$ cat config.mk
export PLATFORM = sky130hd
export DESIGN_NAME = clock_guard_and_stop_detect
export DESIGN_NICKNAME = d
export VERILOG_FILES = /design/src/core/clock_guard_pkg.sv /design/src/core/clock_guard_and_stop_detect.sv /design/src/core/unlock_bit.sv /design/src/core/osc_stop_detect.sv
export SDC_FILE = /design/constraint.sdc
export NUM_CORES = 1
export LEC_CHECK = 0
export ABC_CLOCK_PERIOD_IN_PS = 1250
export CELL_PAD_IN_SITES_DETAIL_PLACEMENT = 0
export CELL_PAD_IN_SITES_GLOBAL_PLACEMENT = 1
export CORE_MARGIN = 10
export CORE_UTILIZATION = 30
export DETAILED_ROUTE_END_ITERATION = 12
export DONT_BUFFER_PORTS = 1
export GPL_TIMING_DRIVEN = 0
export HOLD_SLACK_MARGIN = 0.02
export PLACE_DENSITY = 0.52
export SLEW_MARGIN = 25
export SYNTH_ARGS = -nofsm -noshare
export SYNTH_HDL_FRONTEND = slang
export SYNTH_SLANG_ARGS = --single-unit
$ cat constraint.sdc
create_clock -name mclk -period 1.25 [get_ports mclk]
set_input_delay 0 -clock mclk [delete_from_list [all_inputs] [get_ports mclk]]
set_output_delay 0 -clock mclk [all_outputs]
set_load 0.05 [all_outputs]
$ cat src/core/clock_guard_pkg.sv
// shared register map, field positions and reset values for the clock guard
package clock_guard_pkg;
   localparam int ADDR_W = 8;
   localparam int DATA_W = 8;
   // register offsets
   localparam logic [7:0] OFS_CLOCK_CONTROL_REG_ZERO = 8'h00;
   localparam logic [7:0] OFS_CLOCK_CONTROL_REG_ONE = 8'h01;
   localparam logic [7:0] OFS_CLOCK_CONTROL_REG_TWO = 8'h02;
   localparam logic [7:0] OFS_PLL_CONTROL_REG = 8'h03;
   localparam logic [7:0] OFS_POWER_MODE_REG_TWO = 8'h04;
   localparam logic [7:0] OFS_WRITE_PROTECT_REG = 8'h05;
   localparam logic [7:0] OFS_PORT_DIR_REG = 8'h06;
   localparam logic [7:0] OFS_VOLTAGE_CTRL_REG = 8'h07;
   // clock_control_reg_zero fields
   localparam int BIT_PERIPH_CLK_IN_WAIT = 2;
   localparam int BIT_MAIN_OSC_OFF = 5;
   localparam int BIT_SUB_CLOCK_SELECT = 7;
   localparam logic [7:0] CM0_LOCK_MASK = 8'ha4;
   // clock_control_reg_one fields
   localparam int BIT_STOP_MODE_ENTRY = 0;
   localparam int BIT_PLL_SYSTEM_SELECT = 1;
   localparam logic [7:0] CM1_LOCK_MASK = 8'h03;
   // clock_control_reg_two fields
   localparam int BIT_STOP_DETECT_ENABLE = 0;
   localparam int BIT_INTERNAL_OSC_SELECT = 1;
   localparam int BIT_STOP_DETECT_FLAG = 2;
   localparam int BIT_MAIN_CLOCK_HALTED = 3;
   localparam int BIT_DETECT_ACTION_SELECT = 7;
   // power_mode_reg_two and write_protect_reg fields
   localparam int BIT_CLOCK_LOCK = 1;
   localparam int BIT_CLOCK_REG_UNLOCK = 0;
   localparam int BIT_MODE_REG_UNLOCK = 1;
   localparam int BIT_PORT_REG_UNLOCK = 2;
   localparam int BIT_VOLTAGE_REG_UNLOCK = 3;
   // reset values
   localparam logic [7:0] RST_CM0 = 8'h08;
   localparam logic [7:0] RST_CM1 = 8'h20;
   localparam logic [7:0] RST_PLL_CONTROL_REG = 8'h12;
   localparam logic [7:0] RST_PLAIN = 8'h00;
   // clock source encodings seen at the outputs
   typedef enum logic [1:0] {SRC_MAIN, SRC_PLL, SRC_ONCHIP, SRC_SUB} clk_src_e;
endpackage

$ cat src/core/clock_guard_and_stop_detect.sv
// clock lock, oscillator stop and restart detection, and register write protection
//
// Overview of operation
// RULE1: clock lock ignores writes to guarded clock bits
// RULE2: software engages lock via mode unlock sequence
// RULE3: software avoids wait while clock locked
// RULE4: detection runs only with enable bit set
// RULE5: software keeps detection off below 2 MHz
// RULE6: stop with action zero forces halting reset
// RULE7: halting reset ends only by hardware reset
// RULE8: no enable with reset action while stopped
// RULE9: main source stop falls back to on-chip
// RULE10: pll source stop keeps oscillator select unchanged
// RULE11: restart sets flag, clears halted status
// RULE12: interrupt shared with watchdog, flag identifies
// RULE13: set flag suppresses further detect interrupts
// RULE14: low-speed stop moves peripherals to on-chip
// RULE15: software clears wait clock bit before wait
// RULE16: software disables detection before deliberate stops
// RULE17: four unlock bits gate four register groups
// RULE18: port unlock clears on next register write
// RULE19: other unlock bits stay until software clears
// RULE20: port write follows unlock without interruption
// RULE21: protected writes leave contents, no error
// RULE22: software disables detection before mode transitions
`timescale 1ns/1ps
module clock_guard_and_stop_detect
   import clock_guard_pkg::*;
(
   // clock and resets
   input wire logic mclk,
   input wire logic rst_n,
   input wire logic hwReset2_n,
   // register port
   input wire logic [ADDR_W-1:0] regAddr,
   input wire logic [DATA_W-1:0] regWdata,
   input wire logic regWr,
   input wire logic regRd,
   output logic [DATA_W-1:0] regRdata,
   // oscillator status
   input wire logic mainClkAlive,
   // detector results
   output logic stopDetectIrq,
   output logic oscStopResetHold,
   output logic onchipOscRun,
   output logic [1:0] cpuClkSrc,
   output logic [1:0] periphClkSrc,
   // clock controls to the clock tree, then the port-direction and voltage-control registers
   output logic periphClkInWait,
   output logic mainOscOff,
   output logic stopModeEntry,
   output logic [DATA_W-1:0] pllCtrl,
   output logic [DATA_W-1:0] portDir,
   output logic [DATA_W-1:0] voltageCtrl
);
   // hardware reset from either source
   logic hwReset;
   // internal initialisation, also taken during a halting reset
   logic init;
   // register state
   logic [DATA_W-1:0] clockControlRegZero;
   logic [DATA_W-1:0] clockControlRegOne;
   logic stopDetectEnable;
   logic internalOscSelect;
   logic stopDetectFlag;
   logic mainClockHalted;
   logic detectActionSelect;
   logic clockLockBit;
   logic lowSpeedFallback;
   // protect bits
   logic clockRegUnlock;
   logic modeRegUnlock;
   logic portRegUnlock;
   logic voltageRegUnlock;
   // decoded writes
   logic wrCm0;
   logic wrCm1;
   logic wrCm2;
   logic wrPlc0;
   logic wrPm2;
   logic wrPrcr;
   logic wrPort;
   logic wrVolt;
   // detector events
   logic stopSeen;
   logic restartSeen;
   logic eventAccepted;
   logic stopOnMain;
   logic stopOnPll;
   logic stopOnSub;
   logic [DATA_W-1:0] next_readValue;
   logic [DATA_W-1:0] clockControlRegTwo;

   // either hardware reset source restarts everything, the halting reset included
   assign hwReset = !rst_n || !hwReset2_n; // RULE7
   // a halting reset initialises the rest of the block, read data apart, while it stands
   assign init = hwReset || oscStopResetHold; // RULE6

   // address decoding of writes; each protect bit gates its own group
   always_comb begin
      wrCm0 = 1'b0;
      wrCm1 = 1'b0;
      wrCm2 = 1'b0;
      wrPlc0 = 1'b0;
      wrPm2 = 1'b0;
      wrPrcr = 1'b0;
      wrPort = 1'b0;
      wrVolt = 1'b0;
      if (!regWr) begin
         wrCm0 = 1'b0;
      end else if (regAddr == OFS_CLOCK_CONTROL_REG_ZERO) begin
         wrCm0 = clockRegUnlock; // RULE17
      end else if (regAddr == OFS_CLOCK_CONTROL_REG_ONE) begin
         wrCm1 = clockRegUnlock; // RULE17
      end else if (regAddr == OFS_CLOCK_CONTROL_REG_TWO) begin
         wrCm2 = clockRegUnlock; // RULE17
      end else if (regAddr == OFS_PLL_CONTROL_REG) begin
         wrPlc0 = clockRegUnlock && !clockLockBit; // RULE1
      end else if (regAddr == OFS_POWER_MODE_REG_TWO) begin
         wrPm2 = modeRegUnlock; // RULE17
      end else if (regAddr == OFS_WRITE_PROTECT_REG) begin
         wrPrcr = 1'b1;
      end else if (regAddr == OFS_PORT_DIR_REG) begin
         wrPort = portRegUnlock; // RULE17
      end else if (regAddr == OFS_VOLTAGE_CTRL_REG) begin
         wrVolt = voltageRegUnlock; // RULE17
      end
   end

   // protect bits: clock, mode and voltage persist, port clears after one write
   unlock_bit #(.AUTO_CLEAR(1'b0)) clockUnlockBit (
      .mclk(mclk),
      .init(init),
      .protWrite(wrPrcr),
      .anyWrite(regWr),
      .newValue(regWdata[BIT_CLOCK_REG_UNLOCK]),
      .unlocked(clockRegUnlock)
   ); // RULE19
   unlock_bit #(.AUTO_CLEAR(1'b0)) modeUnlockBit (
      .mclk(mclk),
      .init(init),
      .protWrite(wrPrcr),
      .anyWrite(regWr),
      .newValue(regWdata[BIT_MODE_REG_UNLOCK]),
      .unlocked(modeRegUnlock)
   ); // RULE19
   // a write to the protect register itself rewrites the bit instead of consuming it
   unlock_bit #(.AUTO_CLEAR(1'b1)) portUnlockBit (
      .mclk(mclk),
      .init(init),
      .protWrite(wrPrcr),
      .anyWrite(regWr),
      .newValue(regWdata[BIT_PORT_REG_UNLOCK]),
      .unlocked(portRegUnlock)
   ); // RULE18
   unlock_bit #(.AUTO_CLEAR(1'b0)) voltageUnlockBit (
      .mclk(mclk),
      .init(init),
      .protWrite(wrPrcr),
      .anyWrite(regWr),
      .newValue(regWdata[BIT_VOLTAGE_REG_UNLOCK]),
      .unlocked(voltageRegUnlock)
   ); // RULE19

   // clock lock: only settable, so a runaway program cannot undo it
   always_ff @(posedge mclk) begin
      if (init) begin
         clockLockBit <= 1'b0;
      end else if (wrPm2 && regWdata[BIT_CLOCK_LOCK]) begin
         clockLockBit <= 1'b1;
      end
   end

   // register zero: guarded bits keep their value while locked
   always_ff @(posedge mclk) begin
      if (init) begin
         clockControlRegZero <= RST_CM0;
      end else if (wrCm0) begin
         if (clockLockBit) begin
            clockControlRegZero <= (clockControlRegZero & CM0_LOCK_MASK) |
               (regWdata & ~CM0_LOCK_MASK); // RULE1
         end else begin
            clockControlRegZero <= regWdata;
         end
      end
   end

   // register one: stop entry and pll select are guarded
   always_ff @(posedge mclk) begin
      if (init) begin
         clockControlRegOne <= RST_CM1;
      end else if (wrCm1) begin
         if (clockLockBit) begin
            clockControlRegOne <= (clockControlRegOne & CM1_LOCK_MASK) |
               (regWdata & ~CM1_LOCK_MASK); // RULE1
         end else begin
            clockControlRegOne <= regWdata;
         end
      end
   end

   // pll control register, every bit guarded by the decode above
   always_ff @(posedge mclk) begin
      if (init) begin
         pllCtrl <= RST_PLL_CONTROL_REG;
      end else if (wrPlc0) begin
         pllCtrl <= regWdata; // RULE1
      end
   end

   // port-direction and voltage-control registers behind their unlock bits
   always_ff @(posedge mclk) begin
      if (init) begin
         portDir <= RST_PLAIN;
      end else if (wrPort) begin
         portDir <= regWdata; // RULE21
      end
   end
   always_ff @(posedge mclk) begin
      if (init) begin
         voltageCtrl <= RST_PLAIN;
      end else if (wrVolt) begin
         voltageCtrl <= regWdata; // RULE21
      end
   end

   // detection enable, guarded by the clock lock
   always_ff @(posedge mclk) begin
      if (init) begin
         stopDetectEnable <= 1'b0;
      end else if (wrCm2 && !clockLockBit) begin
         stopDetectEnable <= regWdata[BIT_STOP_DETECT_ENABLE]; // RULE1
      end
   end

   // action select is plain read and write
   always_ff @(posedge mclk) begin
      if (init) begin
         detectActionSelect <= 1'b0;
      end else if (wrCm2) begin
         detectActionSelect <= regWdata[BIT_DETECT_ACTION_SELECT];
      end
   end

   // edge detector on the oscillator status
   osc_stop_detect stopDetector (
      .mclk(mclk),
      .init(init),
      .enable(stopDetectEnable),
      .mainClkAlive(mainClkAlive),
      .stopSeen(stopSeen),
      .restartSeen(restartSeen)
   ); // RULE4

   // the cpu source at the moment of the stop decides the reaction
   assign stopOnSub = stopSeen && detectActionSelect &&
      clockControlRegZero[BIT_SUB_CLOCK_SELECT];
   assign stopOnPll = stopSeen && detectActionSelect && !stopOnSub &&
      !internalOscSelect && clockControlRegOne[BIT_PLL_SYSTEM_SELECT];
   assign stopOnMain = stopSeen && detectActionSelect && !stopOnSub && !stopOnPll;
   // an event counts only while the flag is clear
   assign eventAccepted = (stopSeen || restartSeen) && detectActionSelect &&
      !stopDetectFlag; // RULE13

   // halting reset: held until a hardware reset, nothing else releases it
   always_ff @(posedge mclk) begin
      if (hwReset) begin
         oscStopResetHold <= 1'b0; // RULE7
      end else if (stopSeen && !detectActionSelect) begin
         oscStopResetHold <= 1'b1; // RULE6
      end
   end

   // interrupt request, one cycle per accepted event, shared vector with the watchdog
   always_ff @(posedge mclk) begin
      if (init) begin
         stopDetectIrq <= 1'b0;
      end else begin
         stopDetectIrq <= eventAccepted; // RULE12
      end
   end

   // flag: hardware set wins over a software clear in the same cycle
   always_ff @(posedge mclk) begin
      if (init) begin
         stopDetectFlag <= 1'b0;
      end else if (eventAccepted) begin
         stopDetectFlag <= 1'b1; // RULE9 RULE10 RULE11
      end else if (wrCm2 && !regWdata[BIT_STOP_DETECT_FLAG]) begin
         stopDetectFlag <= 1'b0; // RULE13
      end
   end

   // halted status follows the oscillator even while the flag holds off interrupts
   always_ff @(posedge mclk) begin
      if (init) begin
         mainClockHalted <= 1'b0;
      end else if (stopSeen && detectActionSelect) begin
         mainClockHalted <= 1'b1; // RULE9 RULE10
      end else if (restartSeen && detectActionSelect) begin
         mainClockHalted <= 1'b0; // RULE11
      end
   end

   // on-chip select: forced on a main-source stop, untouched by pll stop or restart
   always_ff @(posedge mclk) begin
      if (init) begin
         internalOscSelect <= 1'b0;
      end else if (stopOnMain && !stopDetectFlag) begin
         internalOscSelect <= 1'b1; // RULE9
      end else if (wrCm2) begin
         internalOscSelect <= regWdata[BIT_INTERNAL_OSC_SELECT]; // RULE10
      end
   end

   // low-speed fallback: peripherals leave the dead main clock, cpu stays on sub
   always_ff @(posedge mclk) begin
      if (init) begin
         lowSpeedFallback <= 1'b0;
      end else if (stopOnSub && !stopDetectFlag) begin
         lowSpeedFallback <= 1'b1; // RULE14
      end else if (wrCm2 && !regWdata[BIT_INTERNAL_OSC_SELECT]) begin
         lowSpeedFallback <= 1'b0;
      end
   end

   // clock source selection seen by the clock tree
   always_comb begin
      if (clockControlRegZero[BIT_SUB_CLOCK_SELECT]) begin
         cpuClkSrc = SRC_SUB; // RULE14
      end else if (internalOscSelect) begin
         cpuClkSrc = SRC_ONCHIP; // RULE9
      end else if (clockControlRegOne[BIT_PLL_SYSTEM_SELECT]) begin
         cpuClkSrc = SRC_PLL;
      end else begin
         cpuClkSrc = SRC_MAIN;
      end
      if (internalOscSelect || lowSpeedFallback) begin
         periphClkSrc = SRC_ONCHIP; // RULE9 RULE14
      end else begin
         periphClkSrc = SRC_MAIN;
      end
   end

   // on-chip oscillator runs whenever something draws from it
   assign onchipOscRun = internalOscSelect || lowSpeedFallback;

   // plain control outputs straight from the registers
   assign periphClkInWait = clockControlRegZero[BIT_PERIPH_CLK_IN_WAIT];
   assign mainOscOff = clockControlRegZero[BIT_MAIN_OSC_OFF];
   assign stopModeEntry = clockControlRegOne[BIT_STOP_MODE_ENTRY];

   // status register image, unused bits read zero
   always_comb begin
      clockControlRegTwo = RST_PLAIN;
      clockControlRegTwo[BIT_STOP_DETECT_ENABLE] = stopDetectEnable;
      clockControlRegTwo[BIT_INTERNAL_OSC_SELECT] = internalOscSelect;
      clockControlRegTwo[BIT_STOP_DETECT_FLAG] = stopDetectFlag;
      clockControlRegTwo[BIT_MAIN_CLOCK_HALTED] = mainClockHalted;
      clockControlRegTwo[BIT_DETECT_ACTION_SELECT] = detectActionSelect;
   end

   // read decoding; unmapped addresses read zero
   always_comb begin
      next_readValue = RST_PLAIN;
      if (regAddr == OFS_CLOCK_CONTROL_REG_ZERO) begin
         next_readValue = clockControlRegZero;
      end else if (regAddr == OFS_CLOCK_CONTROL_REG_ONE) begin
         next_readValue = clockControlRegOne;
      end else if (regAddr == OFS_CLOCK_CONTROL_REG_TWO) begin
         next_readValue = clockControlRegTwo;
      end else if (regAddr == OFS_PLL_CONTROL_REG) begin
         next_readValue = pllCtrl;
      end else if (regAddr == OFS_POWER_MODE_REG_TWO) begin
         next_readValue[BIT_CLOCK_LOCK] = clockLockBit;
      end else if (regAddr == OFS_WRITE_PROTECT_REG) begin
         next_readValue[BIT_CLOCK_REG_UNLOCK] = clockRegUnlock;
         next_readValue[BIT_MODE_REG_UNLOCK] = modeRegUnlock;
         next_readValue[BIT_PORT_REG_UNLOCK] = portRegUnlock;
         next_readValue[BIT_VOLTAGE_REG_UNLOCK] = voltageRegUnlock;
      end else if (regAddr == OFS_PORT_DIR_REG) begin
         next_readValue = portDir;
      end else if (regAddr == OFS_VOLTAGE_CTRL_REG) begin
         next_readValue = voltageCtrl;
      end
   end

   // read data stand one cycle after the strobe and only then
   always_ff @(posedge mclk) begin
      if (hwReset) begin
         regRdata <= RST_PLAIN;
      end else if (regRd) begin
         regRdata <= next_readValue;
      end else begin
         regRdata <= RST_PLAIN;
      end
   end
endmodule

$ cat src/core/unlock_bit.sv
// one protect unlock bit, with optional clear on the next register write
`timescale 1ns/1ps
module unlock_bit #(
   parameter bit AUTO_CLEAR = 1'b0
) (
   // clock and reset
   input wire logic mclk,
   input wire logic init,
   // register write port
   input wire logic protWrite,
   input wire logic anyWrite,
   input wire logic newValue,
   // state
   output logic unlocked
);
   // a write that sets the bit is not the write that consumes it
   always_ff @(posedge mclk) begin
      if (init) begin
         unlocked <= 1'b0;
      end else if (protWrite) begin
         unlocked <= newValue;
      end else if (AUTO_CLEAR && anyWrite && unlocked) begin
         unlocked <= 1'b0;
      end
   end
endmodule

$ cat src/core/osc_stop_detect.sv
// main oscillator stop and restart edge detector
`timescale 1ns/1ps
module osc_stop_detect (
   // clock and reset
   input wire logic mclk,
   input wire logic init,
   // detector control and oscillator status
   input wire logic enable,
   input wire logic mainClkAlive,
   // events
   output logic stopSeen,
   output logic restartSeen
);
   logic lastAlive;

   // remember the previous level even while disabled, so enabling gives no false edge
   always_ff @(posedge mclk) begin
      if (init) begin
         lastAlive <= 1'b1;
      end else begin
         lastAlive <= mainClkAlive;
      end
   end

   // events only while detection is enabled
   assign stopSeen = enable && lastAlive && !mainClkAlive;
   assign restartSeen = enable && !lastAlive && mainClkAlive;
endmodule

==> results of run 1 <==
==> power groups by stage <==
stage          sequential (mW)  clock (mW)  combinational [mW]
2_1_floorplan             2.02           0               0.136
3_3_place_gp              2.02           0               0.193
3_5_place_dp              2.02           0               0.191
4_1_cts                   1.96        1.73               0.262
5_1_grt                   1.94        1.83               0.287
6_report                  1.94        1.67               0.267
==> cell type report <==
| class | instances | share of cell area |
|---|---|---|
| tap | 108 | 0.0388 |
| multi-input combinational | 200 | 0.433 |
| clock buffer | 15 | 0.0535 |
| timing repair buffer | 19 | 0.0549 |
| inverter | 5 | 0.00538 |
| sequential | 62 | 0.378 |
| buffer | 16 | 0.0363 |
==> worst min path at each step <==
stage	end	slack, ns	cells past startpoint
CTS	clockControlRegOne[0]$_SDFFE_PP0P_	0.01	4
floorplan	stopDetector.lastAlive$_SDFF_PP1_	0.10	1
global placement	stopDetector.lastAlive$_SDFF_PP1_	0.11	1
detailed placement	stopDetector.lastAlive$_SDFF_PP1_	0.11	1
finish	voltageCtrl[1]$_SDFFE_PP0P_	0.004	4
global route	voltageCtrl[0]$_SDFFE_PP0P_	0.01	4
==> timing repair <==
action,CTS,global route
endpoints found under the setup margin,60,51
hold endpoints to repair,55,1
resized for setup,57,31
cloned,0,0
pin swaps,8,10
buffers inserted,5,0
==> per-layer routing <==
| metal | wire [um] | vias to the layer above | track usage |
|---|---|---|---|
| met1 | 4150 | 1078 | 0.183 |
| met5 | 0 | - | 0 |
| li1 | - | 1076 | - |
| met4 | 121 | 0 | 0.0495 |
| met2 | 4090 | 62 | 0.208 |
| met3 | 642 | 10 | 0.0453 |
==> cells in the mapped netlist (2+ instances only) <==
cell,count,area share
nand2b_1,3,0.0069
nand3_2,3,0.011
nand4b_1,2,0.0065
nor4_1,4,0.0092
a221oi_1,2,0.0065
mux4_2,6,0.050
dfxtp_1,62,0.46
nor4b_4,2,0.018
or2_2,3,0.0069
nand3_1,28,0.052
inv_1,5,0.0069
o2bb2ai_1,3,0.0097
clkbuf_1,8,0.011
o21ai_0,25,0.046
mux2i_1,31,0.11
a21oi_1,8,0.015
nor2b_1,3,0.0069
mux2_2,4,0.017
nor2_1,34,0.047
nand2_1,21,0.029
and3_1,3,0.0069
buf_4,5,0.014
==> logic make-up (layout without fill, tap and decap cells) <==
group / count (synthesis) / count (layout) / share of synthesized area
AND/OR/NAND/NOR: 115 / 115 / 0.230
other: 1 / 1 / 0.00138
XOR/XNOR: 1 / 1 / 0.00323
flip-flops: 62 / 62 / 0.457
AO/OA/AOI/OAI: 42 / 42 / 0.0881
multiplexers: 41 / 41 / 0.181
buffers and inverters: 21 / 55 / 0.0392
==> sequential cells by signal (all words and copies together), names as in the netlist, 8 cells and up <==
name and cells:
clockControlRegOne 8, clockControlRegZero 8, pllCtrl 8, portDir 8, regRdata 8, voltageCtrl 8
==> worst max-delay path: cells and delay by family (launching register included) <==
family | cells | cell delay (ns)
AO/OA/AOI/OAI | 1 | 0.23
buffers and inverters | 2 | 0.31
AND/OR/NAND/NOR | 3 | 0.37
flip-flops | 1 | 0.33
==> results.json, run 1 <==
{
  "synth_warnings": 0,
  "layout_common_cells": "dfxtp_1 (34), nor2_1 (33), mux2i_1 (31), nand3_1 (23), nand2_1 (19)",
  "grt_pass1_vias": 2331,
  "grtUsageTotal": 0.139,
  "setup.worst_path.end": "stopDetectFlag$_SDFFE_PP0P_",
  "rr_endpoint": "stopDetectFlag$_SDFFE_PP0P_",
  "p_sw_mw": 0.907,
  "power_density_nw_per_um2": 1110,
  "crit_start": "clockUnlockBit.unlocked$_SDFFE_PP0P_",
  "gp_congestion": 0.778,
  "tightestPinTransition_ns": 0.793,
  "fin_crit_sh": 1.07,
  "synthesis.nets": 305,
  "antenna_found_initial": 0,
  "combPwrFrac": 0.069,
  "p_int_mw": 2.97,
  "ctsHoldBuffers": 14,
  "dp_hpwl_mm": 6.55,
  "fin_util": 0.398,
  "ys_types": 40,
  "syn-mean-instance-area_um2": 9.59,
  "synth_area_um2": 2710,
  "cts_buffer_depth": 2,
  "fillers": 864,
  "drcViolationCount": 0,
  "critical-path-slowest-cell": "dfxtp_2",
  "synthArstFlopShare": 0,
  "dr.pass1.iters": 4,
  "drt_iter0_drc": 119,
  "ys_seq_elements": 62,
  "path_cells": "nor4b_4, buf_6, buf_6, nand3_4, o211ai_1, nand2b_1",
  "violations": "setup timing",
  "synth_ff_type": "dfxtp_1",
  "clock_latency_ns": 0.33,
  "dp.cells": 391,
  "regArea_um2": 1320,
  "hold_path_class": "in2reg",
  "synthCells": 283,
  "final_common_cell": "dfxtp_1",
  "avgRoutedWirePerCell_um": 21.2,
  "peakVddDrop_uv": 420,
  "grt_overflow": 0,
  "critical_path.max_stage_delay_ns": 0.33,
  "antenna_left": 0,
  "r2r_slack_ns": -0.09,
  "path_class": "reg2reg",
  "timing.hold.ws_ns": 0.00438,
  "min_from": "regAddr[4]",
  "required_ns": 1.48,
  "critPathMaxFanout": 6,
  "total_power_mw": 3.88,
  "swShare": 0.234,
  "cts_tree": "yes",
  "routed_wl_mm": 9.01,
  "syn_to_final_growth_pct": 28.4,
  "path_clk_slew_ns": 0.07,
  "fin_skew_ns": 0.00420,
  "power_frac_clock": 0.430,
  "htreeDepth": 3,
  "fmax_mhz": 745,
  "cts_buffers": 9,
  "arrival_ns": 1.57,
  "power.leakage_nw": 1.36,
  "fin_cells": 425,
  "cp-start-kind": "flop",
  "setup_viol": 20,
  "grt_pass1_wl_mm": 14.0,
  "place_worst_setup_slack_ns": -0.379,
  "io_pins": 64,
  "dieHeight_um": 115,
  "outcome": "finished with violations",
  "dpl_cell_area_um2": 2870,
  "fin_area_um2": 3490,
  "grt_max_degree": 11,
  "crit_top_cell": "buf_6",
  "drive_gt1_frac": 0.309,
  "die_w_um": 115,
  "multi_input_comb_area_um2": 1510,
  "r2r-start": "clockUnlockBit.unlocked$_SDFFE_PP0P_",
  "nNetsFinal": 335,
  "layout_setup_ws_ns": -0.0916,
  "pwr-share-seq": 0.501,
  "ctsRootBufferMaster": "clkbuf_8",
  "period_minus_slack_ns": 1.34,
  "via_per_inst": 5.24,
  "cts.sinks": 62,
  "initial_utilization": 0.310,
  "slew_viol_final": 0,
  "fp-row-count": 34,
  "finalHoldViolCount": 0,
  "io_buffer_count": 0,
  "r2r_cells": 6,
  "slew_headroom": 0.469,
  "cap_violations": 0,
  "fp.coreArea_um2": 8760,
  "synth-edff-count": 0,
  "via_count": 2226,
  "die_area_um2": 13300,
  "finalSetupTns_ns": -1.01,
  "end_kind": "flop",
  "yosysSeqAreaShare": 0.457,
  "rsz0062_at_grt": "yes",
  "insertedDiodeCount": 0
}
Power figures use the tool's default switching activity.
==> inputs of run 2 (changes only) <==
--- a/config.mk
+++ b/config.mk
@@ -5,6 +5,7 @@
 export SDC_FILE = /design/constraint.sdc
 export NUM_CORES = 1
 export LEC_CHECK = 0
+export ABC_AREA = 1
 export ABC_CLOCK_PERIOD_IN_PS = 1250
 export CELL_PAD_IN_SITES_DETAIL_PLACEMENT = 0
 export CELL_PAD_IN_SITES_GLOBAL_PLACEMENT = 1
@@ -14,7 +15,7 @@
 export DONT_BUFFER_PORTS = 1
 export GPL_TIMING_DRIVEN = 0
 export HOLD_SLACK_MARGIN = 0.02
-export PLACE_DENSITY = 0.52
+export PLACE_DENSITY = 0.54
 export SLEW_MARGIN = 25
 export SYNTH_ARGS = -nofsm -noshare
 export SYNTH_HDL_FRONTEND = slang
==> run 2 against run 1 <==
The flow now finishes without violations; synthesized cell count grew 33%; utilization fell by 2.3 points; critical path type is now reg2out; via count is 19% higher; setup slack improved by 0.14 ns.
==> results.json, run 2 <==
{
  "yosysSeqAreaShare": 0.445,
  "total_power_mw": 3.92,
  "antenna_found_initial": 2,
  "drcViolationCount": 0,
  "cap_violations": 0,
  "syn_to_final_growth_pct": 23.1,
  "dp_hpwl_mm": 7.55,
  "finalHoldViolCount": 0,
  "io_pins": 64,
  "path_clk_slew_ns": 0.06,
  "dr.pass1.iters": 4,
  "grtUsageTotal": 0.153,
  "cp-start-kind": "flop",
  "grt_pass1_wl_mm": 15.3,
  "synthesis.nets": 399,
  "synthTopCellsByArea": "dfxtp_1 (45%), a21oi_1 (9.3%), nand2_1 (7.0%)",
  "yosysTopAreaCell": "dfxtp_1",
  "hold_path_class": "in2reg",
  "period_minus_slack_ns": 1.21,
  "yosysMostFrequentCell": "dfxtp_1",
  "grtUsageMet1": 0.188,
  "peakVddDrop_uv": 509,
  "synthArstFlopShare": 0,
  "synth_top_area_frac": 0.445,
  "slew_viol_final": 0,
  "arrival_ns": 1.21,
  "fin_crit_sh": 0.965,
  "gr-usage-met2": 0.244,
  "cts.sinks": 62,
  "r2r_slack_ns": 0.05,
  "grt_overflow": 0,
  "outcome": "finished clean",
  "antenna_left": 0,
  "via_per_inst": 5.09,
  "fillers": 974,
  "clock_latency_ns": 0.34,
  "multi_input_comb_area_um2": 1320,
  "ys_types": 27,
  "grt_max_degree": 11,
  "syn-mean-instance-area_um2": 7.39,
  "busiest_layer": "met2",
  "avgRoutedWirePerCell_um": 19.5,
  "ys_seq_elements": 62,
  "power_density_nw_per_um2": 1140,
  "synth_ff_type": "dfxtp_1",
  "fp.coreArea_um2": 9150,
  "synth-edff-count": 0,
  "fin_util": 0.375,
  "gp_congestion": 0.846,
  "synth_top_cells_by_count": "dfxtp_1 (62), a21oi_1 (52), nand2_1 (52)",
  "synth_area_um2": 2790,
  "synthCells": 377,
  "routed_wl_mm": 10.2,
  "rsz0062_at_grt": "yes",
  "end_kind": "output port",
  "critPathMaxFanout": 4,
  "fmax_mhz": 829,
  "die_area_um2": 13500,
  "cts_buffers": 9,
  "required_ns": 1.25,
  "cts_buffer_depth": 2,
  "fin_skew_ns": 0.00657,
  "htreeDepth": 3,
  "power.leakage_nw": 1.34,
  "drive_gt1_frac": 0.211,
  "die_w_um": 116,
  "cts_tree": "yes",
  "tightestPinTransition_ns": 0.586,
  "fp-row-count": 35,
  "regArea_um2": 1290,
  "initial_utilization": 0.305,
  "dieHeight_um": 116,
  "layout_common_cells": "nand2_1 (51), a21oi_1 (51), dfxtp_1 (41), inv_1 (39), nor2_1 (38)",
  "setup_viol": 0,
  "slew_headroom": 0.609,
  "met3_usage": 0.0575,
  "synth_warnings": 0,
  "via_count": 2646,
  "grt_pass1_vias": 2508,
  "drt_iter0_drc": 183,
  "finalSetupTns_ns": 0,
  "nNetsFinal": 428,
  "io_buffer_count": 0,
  "ctsRootBufferMaster": "clkbuf_8",
  "path_class": "reg2out"
}
run 2: cell types whose count changed in the layout (fill, tap and decap cells not counted), moves of 6 or more:
cell and change:
o21ai_0 +17, o211ai_1 +8, mux4_2 -6, inv_1 +34, dfxtp_1 +7, a21oi_1 +44
nand4_1 +10, dfxtp_4 -8, nand2_1 +32, inv_2 +9, mux2i_1 -31
run 2: layout make-up:
cell class	instances	share of cell area
Antenna cell	1	0.000729
Buffer	14	0.0394
Clock buffer	11	0.0412
Clock inverter	2	0.0102
Inverter	50	0.0565
Multi-Input combinational cell	251	0.383
Sequential cell	62	0.376
Tap cell	111	0.0405
Timing Repair Buffer	18	0.0525
run 2: worst paths after layout:
check / endpoint / cells past startpoint / start
worst max-delay path: periphClkSrc[1] / 2 / internalOscSelect$_SDFFE_PP0P_
worst min-delay path: regRdata[3]$_SDFF_PP0_ / 4 / rst_n
worst max register to register: regRdata[0]$_SDFF_PP0_ / 6 / voltageCtrl[0]$_SDFFE_PP0P_
worst min register to register: clockControlRegOne[6]$_SDFFE_PP0P_ / 2 / clockControlRegOne[6]$_SDFFE_PP0P_
run 2: repair_timing:
item	CTS	global route
pin swaps	2	2
hold endpoints to repair	52	0
hold buffers	13	0
buffers inserted	4	1
resized for setup	38	26
setup endpoints to repair	63	29
run 2: power by group:
part	internal (mW)	switching [mW]
Combinational	0.0890	0.168
Sequential	1.96	0.00155
Clock	0.940	0.764
run 2: kinds of logic (layout without fill, tap and decap cells):
family	Yosys count	after routing	share of synthesized area
flip-flops	62	62	0.445
buffers and inverters	64	95	0.0952
AND/OR/NAND/NOR	144	144	0.258
AO/OA/AOI/OAI	106	106	0.200
other	1	2	0.00135
run 2: layer usage:
metal	routed length [um]	up-vias	part of all wire
met4	160	2	0.016
met3	762	18	0.075
met2	4760	76	0.47
met5	13	-	0.0013
li1	-	1313	-
met1	4460	1237	0.44
run 2: worst max-delay path, stage by stage, from the launching register on:
cell,delay [ns]
dfxtp_2,0.35
or2_4,0.33
buf_6,0.18
run 2: through the flow:
step	cell area (um^2)	setup WS, ns	instances	hold slack [ns]
2_1_floorplan	2790	0.0516	377	0.117
3_3_place_gp	2930	-0.666	488	0.129
3_5_place_dp	2930	-0.621	488	0.131
4_1_cts	3370	0.00280	518	0.0535
5_1_grt	3430	-0.0125	520	0.0767
6_report	3430	0.0440	520	0.0577
